[src/shared/pdc_consts.svh]
// Constants of the divider counter chain: programming word layout and moduli.
// Assumes the guard below keeps a second inclusion (package, design) harmless.
`ifndef PDC_CONSTS_SVH
`define PDC_CONSTS_SVH

// ----------------------------------------------------------------------------
// Widths
// ----------------------------------------------------------------------------
`define PDC_WORD_W        20
`define PDC_MAIN_W        9
`define PDC_REF_W         6
`define PDC_SWAL_W        4
`define PDC_PRE_W         4
`define PDC_SYNC_STAGES   3

// ----------------------------------------------------------------------------
// Programming word fields (bit positions)
// ----------------------------------------------------------------------------
`define PDC_REF_HI_POS    18
`define PDC_MAIN_B7_POS   16
`define PDC_MAIN_B8_POS   17
`define PDC_PRE_EN_N_POS  15
`define PDC_MAIN_LO_POS   8
`define PDC_MAIN_LO_W     7
`define PDC_REF_LO_POS    4
`define PDC_REF_LO_W      4
`define PDC_SWAL_POS      0
`define PDC_DIRECT_W      16

// ----------------------------------------------------------------------------
// Prescaler moduli and reset values
// ----------------------------------------------------------------------------
`define PDC_PRE_LOW_DIV   10
`define PDC_PRE_HIGH_DIV  11
`define PDC_CFG_RST       21'h08000

`endif

[src/shared/pdc_pkg.sv]
// Types shared by the divider counter chain.
// Assumes pdc_consts.svh is on the include path.
package pdc_pkg;
  `include "pdc_consts.svh"

  typedef logic [`PDC_WORD_W-1:0] pdc_word_t;
  typedef logic [`PDC_MAIN_W-1:0] pdc_main_t;
  typedef logic [`PDC_REF_W-1:0]  pdc_ref_t;
  typedef logic [`PDC_SWAL_W-1:0] pdc_swal_t;
  typedef logic [`PDC_PRE_W-1:0]  pdc_pre_t;

  // Prescaler modulus as seen on the modulus select output
  typedef enum logic {
    PDC_MOD_LOW  = 1'b0,
    PDC_MOD_HIGH = 1'b1
  } pdc_mod_e;
endpackage

[src/pdc_counter_chain.sv]
// Divider counter chain: prescaler, swallow, main and reference counters, PFD.
// Assumes RF and reference inputs are far slower than clk_i (40 MHz) and
// that the programming word is quasi-static, coming from pins or a loader.
`include "pdc_consts.svh"
module pdc_counter_chain
  import pdc_pkg::*;
(
  // Clock and reset
  input  wire logic      clk_i,
  input  wire logic      resetn_i,
  // Divider inputs
  input  wire logic      rf_in_i,
  input  wire logic      ref_in_i,
  // Programming
  input  wire logic      direct_mode_i,
  input  wire pdc_word_t prog_word_i,
  input  wire pdc_word_t direct_word_i,
  // Divided outputs and detector
  output logic           main_div_o,
  output logic           ref_div_o,
  output logic           modulus_select_out_o,
  output logic           pfd_up_o,
  output logic           pfd_down_o,
  output logic           prescaler_active_o
);

  // --------------------------------------------------------------------------
  // Helpers
  // --------------------------------------------------------------------------
  // Rising edge once the second and third stages agree high
  function automatic logic rise_f(input logic [2:0] s, input logic lvl);
    return (s[1] == s[2]) && s[2] && !lvl;
  endfunction

  // Filtered level follows only agreeing stages
  function automatic logic level_f(input logic [2:0] s, input logic lvl);
    return (s[1] == s[2]) ? s[2] : lvl;
  endfunction

  // --------------------------------------------------------------------------
  // Reset release
  // --------------------------------------------------------------------------
  logic [1:0] rst_sync_reg;
  logic       rst_n;

  // Asynchronous assert, two-flop release
  always_ff @(posedge clk_i or negedge resetn_i) begin
    if (!resetn_i) begin
      rst_sync_reg <= 2'h0;
    end else begin
      rst_sync_reg <= {rst_sync_reg[0], 1'b1};
    end
  end
  assign rst_n = rst_sync_reg[1];

  // --------------------------------------------------------------------------
  // Input synchronisers and configuration
  // --------------------------------------------------------------------------
  logic [20:0] sel_cfg;
  logic [20:0] cfg_s0_reg, cfg_s1_reg, cfg_s2_reg, cfg_reg, cfg_next;
  logic [2:0]  rf_sync_reg, ref_sync_reg;
  logic        rf_lvl_reg, rf_lvl_next, ref_lvl_reg, ref_lvl_next;
  logic        rf_rise, ref_rise;

  // Source select; direct pins leave the top four word bits low
  always_comb begin
    if (direct_mode_i) begin
      sel_cfg = {1'b1, 4'h0, direct_word_i[`PDC_DIRECT_W-1:0]};
    end else begin
      sel_cfg = {1'b0, prog_word_i};
    end
    cfg_next     = (cfg_s1_reg == cfg_s2_reg) ? cfg_s2_reg : cfg_reg;
    rf_lvl_next  = level_f(rf_sync_reg, rf_lvl_reg);
    ref_lvl_next = level_f(ref_sync_reg, ref_lvl_reg);
    rf_rise      = rise_f(rf_sync_reg, rf_lvl_reg);
    ref_rise     = rise_f(ref_sync_reg, ref_lvl_reg);
  end

  // Three stages per pin; a mismatch holds the old settled value
  always_ff @(posedge clk_i or negedge rst_n) begin
    if (!rst_n) begin
      cfg_s0_reg   <= `PDC_CFG_RST;
      cfg_s1_reg   <= `PDC_CFG_RST;
      cfg_s2_reg   <= `PDC_CFG_RST;
      cfg_reg      <= `PDC_CFG_RST;
      rf_sync_reg  <= 3'h0;
      ref_sync_reg <= 3'h0;
      rf_lvl_reg   <= 1'b0;
      ref_lvl_reg  <= 1'b0;
    end else begin
      cfg_s0_reg   <= sel_cfg;
      cfg_s1_reg   <= cfg_s0_reg;
      cfg_s2_reg   <= cfg_s1_reg;
      cfg_reg      <= cfg_next;
      rf_sync_reg  <= {rf_sync_reg[1:0], rf_in_i};
      ref_sync_reg <= {ref_sync_reg[1:0], ref_in_i};
      rf_lvl_reg   <= rf_lvl_next;
      ref_lvl_reg  <= ref_lvl_next;
    end
  end

  // Field decode of the settled word
  logic      main_count_bit_seven, main_count_bit_eight;
  logic      ref_count_bit_four, ref_count_bit_five;
  logic      bypass;
  pdc_main_t m_val;
  pdc_ref_t  r_val;
  pdc_swal_t a_val;

  assign main_count_bit_seven = cfg_reg[`PDC_MAIN_B7_POS];
  assign main_count_bit_eight = cfg_reg[`PDC_MAIN_B8_POS];
  assign ref_count_bit_four   = cfg_reg[`PDC_REF_HI_POS];
  assign ref_count_bit_five   = cfg_reg[`PDC_REF_HI_POS+1];
  assign bypass = cfg_reg[`PDC_PRE_EN_N_POS];
  assign m_val  = {main_count_bit_eight, main_count_bit_seven,
                   cfg_reg[`PDC_MAIN_LO_POS +: `PDC_MAIN_LO_W]};
  assign r_val  = {ref_count_bit_five, ref_count_bit_four,
                   cfg_reg[`PDC_REF_LO_POS +: `PDC_REF_LO_W]};
  assign a_val  = cfg_reg[`PDC_SWAL_POS +: `PDC_SWAL_W];

  // --------------------------------------------------------------------------
  // Main chain: prescaler, swallow and main counter
  // --------------------------------------------------------------------------
  pdc_pre_t  pre_cnt_reg, pre_cnt_next, pre_term;
  pdc_swal_t a_left_reg, a_left_next;
  pdc_main_t m_cnt_reg, m_cnt_next;
  pdc_mod_e  mod_sel, mod_sel_reg;
  logic      main_tick, main_pulse_reg, main_pulse_next, active_reg;

  // Modulus 11 while swallow cycles remain in this main period
  always_comb begin
    mod_sel  = (!bypass && a_left_reg != '0) ? PDC_MOD_HIGH : PDC_MOD_LOW;
    pre_term = (mod_sel == PDC_MOD_HIGH) ? pdc_pre_t'(`PDC_PRE_HIGH_DIV - 1)
                                         : pdc_pre_t'(`PDC_PRE_LOW_DIV - 1);
    pre_cnt_next    = pre_cnt_reg;
    a_left_next     = a_left_reg;
    m_cnt_next      = m_cnt_reg;
    main_tick       = 1'b0;
    main_pulse_next = 1'b0;
    if (bypass) begin
      // Prescaler held idle; RF edges clock the main counter
      pre_cnt_next = '0;
      a_left_next  = '0;
      main_tick    = rf_rise;
    end else if (rf_rise) begin
      // RF through the prescaler
      if (pre_cnt_reg >= pre_term) begin
        pre_cnt_next = '0;
        main_tick    = 1'b1;
        if (a_left_reg != '0) begin
          a_left_next = a_left_reg - 1'b1;
        end
      end else begin
        pre_cnt_next = pre_cnt_reg + 1'b1;
      end
    end
    // Down count from M: M+1 ticks per period, so M=1 gives 2
    if (main_tick) begin
      if (m_cnt_reg == '0) begin
        m_cnt_next      = m_val;
        main_pulse_next = 1'b1;
        a_left_next     = bypass ? pdc_swal_t'(0) : a_val;
      end else begin
        m_cnt_next = m_cnt_reg - 1'b1;
      end
    end
  end

  // Main chain state
  always_ff @(posedge clk_i or negedge rst_n) begin
    if (!rst_n) begin
      pre_cnt_reg    <= '0;
      a_left_reg     <= '0;
      m_cnt_reg      <= '0;
      main_pulse_reg <= 1'b0;
      mod_sel_reg    <= PDC_MOD_LOW;
      active_reg     <= 1'b0;
    end else begin
      pre_cnt_reg    <= pre_cnt_next;
      a_left_reg     <= a_left_next;
      m_cnt_reg      <= m_cnt_next;
      main_pulse_reg <= main_pulse_next;
      mod_sel_reg    <= mod_sel;
      active_reg     <= !bypass;
    end
  end

  // --------------------------------------------------------------------------
  // Reference counter
  // --------------------------------------------------------------------------
  pdc_ref_t r_cnt_reg, r_cnt_next;
  logic     ref_pulse_reg, ref_pulse_next;

  // R=0 reloads zero each edge, so every edge passes
  always_comb begin
    r_cnt_next     = r_cnt_reg;
    ref_pulse_next = 1'b0;
    if (ref_rise) begin
      if (r_cnt_reg == '0) begin
        r_cnt_next     = r_val;
        ref_pulse_next = 1'b1;
      end else begin
        r_cnt_next = r_cnt_reg - 1'b1;
      end
    end
  end

  // --------------------------------------------------------------------------
  // Phase-frequency detector
  // --------------------------------------------------------------------------
  logic up_reg, up_next, down_reg, down_next;

  // Two-flag detector; both set means aligned, so both clear at once
  always_comb begin
    up_next   = up_reg || ref_pulse_reg;
    down_next = down_reg || main_pulse_reg;
    if (up_next && down_next) begin
      up_next   = 1'b0;
      down_next = 1'b0;
    end
  end

  // Reference and detector state
  always_ff @(posedge clk_i or negedge rst_n) begin
    if (!rst_n) begin
      r_cnt_reg     <= '0;
      ref_pulse_reg <= 1'b0;
      up_reg        <= 1'b0;
      down_reg      <= 1'b0;
    end else begin
      r_cnt_reg     <= r_cnt_next;
      ref_pulse_reg <= ref_pulse_next;
      up_reg        <= up_next;
      down_reg      <= down_next;
    end
  end

  // Outputs straight from flops
  assign main_div_o           = main_pulse_reg;
  assign ref_div_o            = ref_pulse_reg;
  assign modulus_select_out_o = mod_sel_reg;
  assign pfd_up_o             = up_reg;
  assign pfd_down_o           = down_reg;
  assign prescaler_active_o   = active_reg;
endmodule

[config.mk]
export PLATFORM = sky130hd
export DESIGN_NAME = pdc_counter_chain
export DESIGN_NICKNAME = d
export VERILOG_FILES = /design/src/shared/pdc_pkg.sv /design/src/pdc_counter_chain.sv
export VERILOG_INCLUDE_DIRS = /design/src /design/src/shared
export SDC_FILE = /design/constraint.sdc
export NUM_CORES = 1
export LEC_CHECK = 0
export BUFFER_PORTS_ARGS = -buffer_cell sky130_fd_sc_hd__buf_2
export CORE_MARGIN = 2
export CORE_UTILIZATION = 45
export DETAILED_ROUTE_END_ITERATION = 16
export GPL_TIMING_DRIVEN = 0
export MAX_ROUTING_LAYER = met4
export PLACE_DENSITY = 0.63
export SKIP_LAST_GASP = 1
export SYNTH_ARGS = -nofsm -noshare
export SYNTH_HDL_FRONTEND = slang
export SYNTH_SLANG_ARGS = --single-unit
[constraint.sdc]
create_clock -name clk_i -period 4.9 [get_ports clk_i]
set_input_delay 0.49 -clock clk_i [delete_from_list [all_inputs] [get_ports clk_i]]
set_output_delay 0.49 -clock clk_i [all_outputs]
set_load 0.02 [all_outputs]
Word level (Yosys, flattened, before mapping)
Cells that the tools add are included.

cells by class
  $add $sub $neg = 4
  magnitude comparators = 1
  equal/unequal tests = 3
  muxes and demuxes = 24
  reductions and logical operators = 15

operator list
  kind                                              number
  2-to-1 mux 4 bit                                  10
  == test 21 bit                                    1
  2-to-1 mux 21 bit                                 1
  2-to-1 mux 1 bit                                  10
  logical NOT 9 bit                                 1
  2-to-1 mux 9 bit                                  1
  subtractor 9 x 1 -> 9 bit, second input constant  1
  logical AND 1 bit                                 6
  logical NOT 6 bit                                 1
  2-to-1 mux 6 bit                                  1
  subtractor 6 x 1 -> 6 bit, second input constant  1
  adder 4 x 1 -> 4 bit, second input constant       1
  greater-or-equal comparator 4 bit                 1
  nonzero test 4 bit                                1
  subtractor 4 x 1 -> 4 bit, second input constant  1
  logical NOT 1 bit                                 3
  == test 1 bit                                     2
  logical OR 1 bit                                  2
  2-to-1 mux 2 bit                                  1
  nonzero test 2 bit                                1

word-level totals
  bits in registers = 122
  input port bits = 45
  output and inout port bits = 6
  word-level logic and storage cells = 66

Logic depth before layout (Yosys ltp)
  word-level depth = 10
  depth in mapped cells = 12
  gate-level depth less buffers = 12

Worst setup path before layout
OpenSTA, ideal clock, no wires.

  path type = register to register
  from = register a_left_reg[0]
  to = register m_cnt_reg[4]
  library setup time = 0.125 ns
  data arrival time = 2.357 ns
  required time = 4.775 ns
  slack = 2.418 ns
  cell stages (with the launch flop) = 13
  buffers on the path = 0
  period minus slack after synthesis = 2.482 ns
  cells stage by stage = dfrtp_1 -> inv_1 -> ha_1 -> nor3b_1 -> inv_1 -> nand2_1 -> ha_1 -> nand2b_1 -> a211oi_1 -> o22ai_1 -> nand2_1 -> or3_1 -> mux2_2

between the ends
  word-level cells in the longest chain between the ends = 8

RTL lines
  item                               RTL line                  source
  from (decl)                        pdc_counter_chain.sv:125  pdc_swal_t a_left_reg, a_left_next;
  from (signal assigned)             pdc_counter_chain.sv:180  a_left_reg <= a_left_next;
  nonzero test 4 bit                 pdc_counter_chain.sv:132  mod_sel = (!bypass && a_left_reg != '0) ? PDC_MOD_HIGH : PDC_MOD_LOW;
  logical AND 1 bit                  pdc_counter_chain.sv:132
  2-to-1 mux 1 bit                   pdc_counter_chain.sv:132
  2-to-1 mux 2 bit                   pdc_counter_chain.sv:133  pre_term = (mod_sel == PDC_MOD_HIGH) ? pdc_pre_t'(`PDC_PRE_HIGH_DIV - 1)
  greater-or-equal comparator 4 bit  pdc_counter_chain.sv:147  if (pre_cnt_reg >= pre_term) begin
  2-to-1 mux 1 bit                   pdc_counter_chain.sv:147
  2-to-1 mux 1 bit                   pdc_counter_chain.sv:145  end else if (rf_rise) begin
  2-to-1 mux 1 bit                   pdc_counter_chain.sv:140  if (bypass) begin
  to (signal assigned)               pdc_counter_chain.sv:181  m_cnt_reg <= m_cnt_next;
  to (decl)                          pdc_counter_chain.sv:126  pdc_main_t m_cnt_reg, m_cnt_next;

Every way passes these cells.
A chain may end at the register's enable or synchronous reset.

Worst setup path after layout
Same ends and word-level chain as after synthesis.

==> impl_metrics.csv <==
group,metric,value,unit
run_status,run_status,"finished clean",
critical_path,cpMaxStageDelayCell,"o22ai_1",
finish,final_area,5660,um^2
critical_path,cp-start-kind,"flip-flop",
finish,final_util,0.556,
worst_hold_path,hold_class,"input port to flip-flop",
grt,groute.usage.overall,0.157,
critical_path,cp_max_fo,8,
synthesis,ys_async_sr_fraction,1.00,
route,drtAntennaViolNets,0,
power_and_ir_drop,powerDensity,507,nW/um^2
run,max_cap_viol_count,0,
grt,grt_max_degree,69,
finish,layoutNonFillerInstCount,559,
synthesis,synth_top_family_by_area,"multiplexers",
synthesis,ys_warn_count,0,
cts,cts_root_buffer,"clkbuf_8",
sta,final.min_clock_period,2.92,ns
finish,drive_above_1_share,0.310,
critical_path,critPathArrivalTime,3.31,ns
sta,fmax,343,MHz
route,wl_per_cell,13.1,um
route,drt-total-wl,7.32,mm
floorplanning,rows,37,
power_and_ir_drop,netSwitchingPower,0.779,mW
cts,cts.sinks,122,
route,dr_total_vias,2773,
cts,clk_pin_slew_worst_paths,0.06,ns
cts,clock_latency,0.51,ns
sta,rsz0062_at_grt,"no",
synthesis,ys_types,47,
sta,hold_viol,0,
floorplanning,dieArea,11200,um^2
placement,placed_cell_area,5100,um^2
synthesis,avgSynthCellArea,13.6,um^2
synthesis,ys_ff_latch,122,
power_and_ir_drop,p_clk_frac,0.392,
placement,dp.cells,526,
power_and_ir_drop,p_leak,2.67,nW
finish,areaGrowthSynthToFinish,21.2,%
sta,post-route-period-util,0.595,
floorplanning,die_w,106,um
sta,finalClockSkew,0.00915,ns
sta,worst_hold_slack,0.0823,ns
cts,cts_tree,"yes",
finish,antenna_cells,0,
floorplanning,ios,51,
placement,dpl.hpwl,5.01,mm
floorplanning,die_y,106,um
sta,max_slew_margin,0.535,
sta,maxSlewViolCount,0,
synthesis,synth_area_leaders,"dfrtp_1, mux2_2, xor2_1",
critical_path,cp-end-kind,"flip-flop",
cts,cts_max_level,4,
synthesis,synthSimpleGateAreaFrac,0.0863,
power_and_ir_drop,seqPwrFrac,0.438,
synthesis,synth_top_area_frac,0.633,
power_and_ir_drop,comb_power_share,0.170,
power_and_ir_drop,peakVddDrop,229,uV
critical_path,path_buf_inv,2,
power_and_ir_drop,switching_share,0.271,
synthesis,synthXorXnorAreaFrac,0.0413,
cts,cts_made_buffers,17,
synthesis,synthAdderAreaFrac,0.0241,
grt,antenna_found_initial,0,
synthesis,synth_compound_area_frac,0.0665,
critical_path,slowest_delay,0.51,ns
cts,holdBufCountCts,1,
route,detail_route.iter0.violations,141,
floorplanning,start_util,0.458,
sta,worstMarginPinSlew,0.698,ns
sta,setup_viol,0,
power_and_ir_drop,intPower,2.09,mW
route,vias_per_cell,4.96,
floorplanning,coreArea,10200,um^2
synthesis,synth.area.mux_share,0.108,
synthesis,yosysTopAreaCell,"dfrtp_1",
placement,io_buffers,46,
synthesis,syn_nets,397,
cts,cts_setup_buffers,0,
critical_path,worstPathCellList,"inv_1 -> ha_1 -> nor3b_1 -> inv_1 -> nand2_1 -> ha_1 -> nand2b_1 -> a211oi_1 -> o22ai_1 -> nand2_1 -> or3_1 -> mux2_2",
cts,cts_max_path_buffers,2,
synthesis,synth_area,4670,um^2
synthesis,ys_seq_area_frac,0.655,
critical_path,crit_type,"flip-flop to flip-flop",
synthesis,synthCells,343,
critical_path,crit_required,5.29,ns
finish,finalNetCount,464,
sta,setup_tns,0,ns
placement,gp_congestion,0.783,
grt,grt_pass1_wl,13.2,mm
grt,grt_pass1_vias,2848,
synthesis,synth-edff-count,0,
route,first_pass_iters,4,
finish,n_fill_cell,855,
route,drc_errors,0,
grt,grt_remaining_overflow,0,
synthesis,synthFlopType,"dfrtp_1",
critical_path,path_delay_family,"simple AND/OR/NAND/NOR gates",
cts,ctsResizeCount,0,
[power by group through the flow]
stage	clock network, mW	registers (mW)	logic, mW
after floorplan	0	1.27	0.360
after global placement	0	1.28	0.450
after detailed placement	0	1.27	0.484
after CTS	1.15	1.26	0.491
after global routing	1.20	1.28	0.564
final	1.12	1.26	0.488
[area by class of cell]
class | count | area, um^2 | area share
Sequential cell | 122 | 3060 | 0.541
Tap cell | 136 | 170 | 0.0301
Clock buffer | 24 | 480 | 0.0849
Multi-Input combinational cell | 201 | 1520 | 0.269
Inverter | 13 | 48.8 | 0.00862
Clock inverter | 8 | 68.8 | 0.0122
Buffer | 7 | 36.3 | 0.00641
Timing Repair Buffer | 48 | 268 | 0.0473
[stage by stage]
| step | power [mW] | setup WS (ns) |
|---|---|---|
| finish | 2.87 | 1.98 |
| global route | 3.05 | 1.75 |
| CTS | 2.90 | 1.99 |
| detailed placement | 1.76 | 1.99 |
| global placement | 1.73 | 0.0446 |
| floorplan | 1.63 | 1.26 |
[synth_stat cells, types with 4 or more instances]
master,count
dfstp_2,4
a21oi_1,15
nand2_1,14
o21ai_0,9
dfrtp_1,118
nand3_1,4
mux2i_1,4
ha_1,9
xnor2_1,5
xor2_1,17
mux2_2,41
nor3_1,12
nor4_1,5
a211oi_1,7
nor2_1,17
clkbuf_1,4
inv_1,13
nor2b_1,8
[path summary, 6_finish.rpt]
kind / slack (ns) / end / from / cells after the start
min: 0.08 / ref_sync_reg[0] / ref_in_i / 1
min reg2reg: 0.35 / cfg_s1_reg[2] / cfg_s0_reg[2] / 0
max reg2reg: 1.98 / m_cnt_reg[4] / a_left_reg[0] / 12
max: 1.98 / m_cnt_reg[4] / a_left_reg[0] / 12
min in group asynchronous: 0.29 / rst_sync_reg[0] / resetn_i / 2
max in group asynchronous: 3.77 / cfg_s0_reg[15] / rst_sync_reg[1] / 1
[cell families (layout without fill, tap and decap cells)]
kind of cell             Yosys count  count (layout)
AO/OA/AOI/OAI                     47              47
XOR/XNOR                          22              22
adder cells (fa/ha/maj)            9               9
buffers and inverters             20             100
flip-flops                       122             122
multiplexers                      45              45
other                              1               1
AND/OR/NAND/NOR                   77              77
[layout by cell type (no fill, tap or decap), types with 2 or more instances in the layout]
master and n:
nand2b_1 3, a21oi_1 15, nor4_1 5, inv_1 13, nor3_1 12, xnor2_1 5, nand4_1 2, o22ai_1 2
o21ai_0 9, clkbuf_1 7, nor2b_1 8, mux2_2 41, mux2i_1 4, nand2_1 14, ha_1 9, xor2_1 17
o21a_1 2, dfstp_2 4, buf_2 48, nor2_1 17, clkinv_2 6, nand3_1 4, clkbuf_8 5, a211oi_1 7
or3_1 3, clkbuf_16 16, dfrtp_1 117
[per-layer routing]
| metal | vias up | part of all wire | global-route usage | wire, um |
|---|---|---|---|---|
| met5 | - | 0 | - | 0 |
| met4 | 0 | 0.011 | 0.0611 | 79 |
| met3 | 7 | 0.052 | 0.0581 | 379 |
| met2 | 72 | 0.48 | 0.233 | 3520 |
| met1 | 1350 | 0.46 | 0.198 | 3340 |
| li1 | 1344 | - | - | - |
No activity file was read; power rests on OpenSTA's default activity.
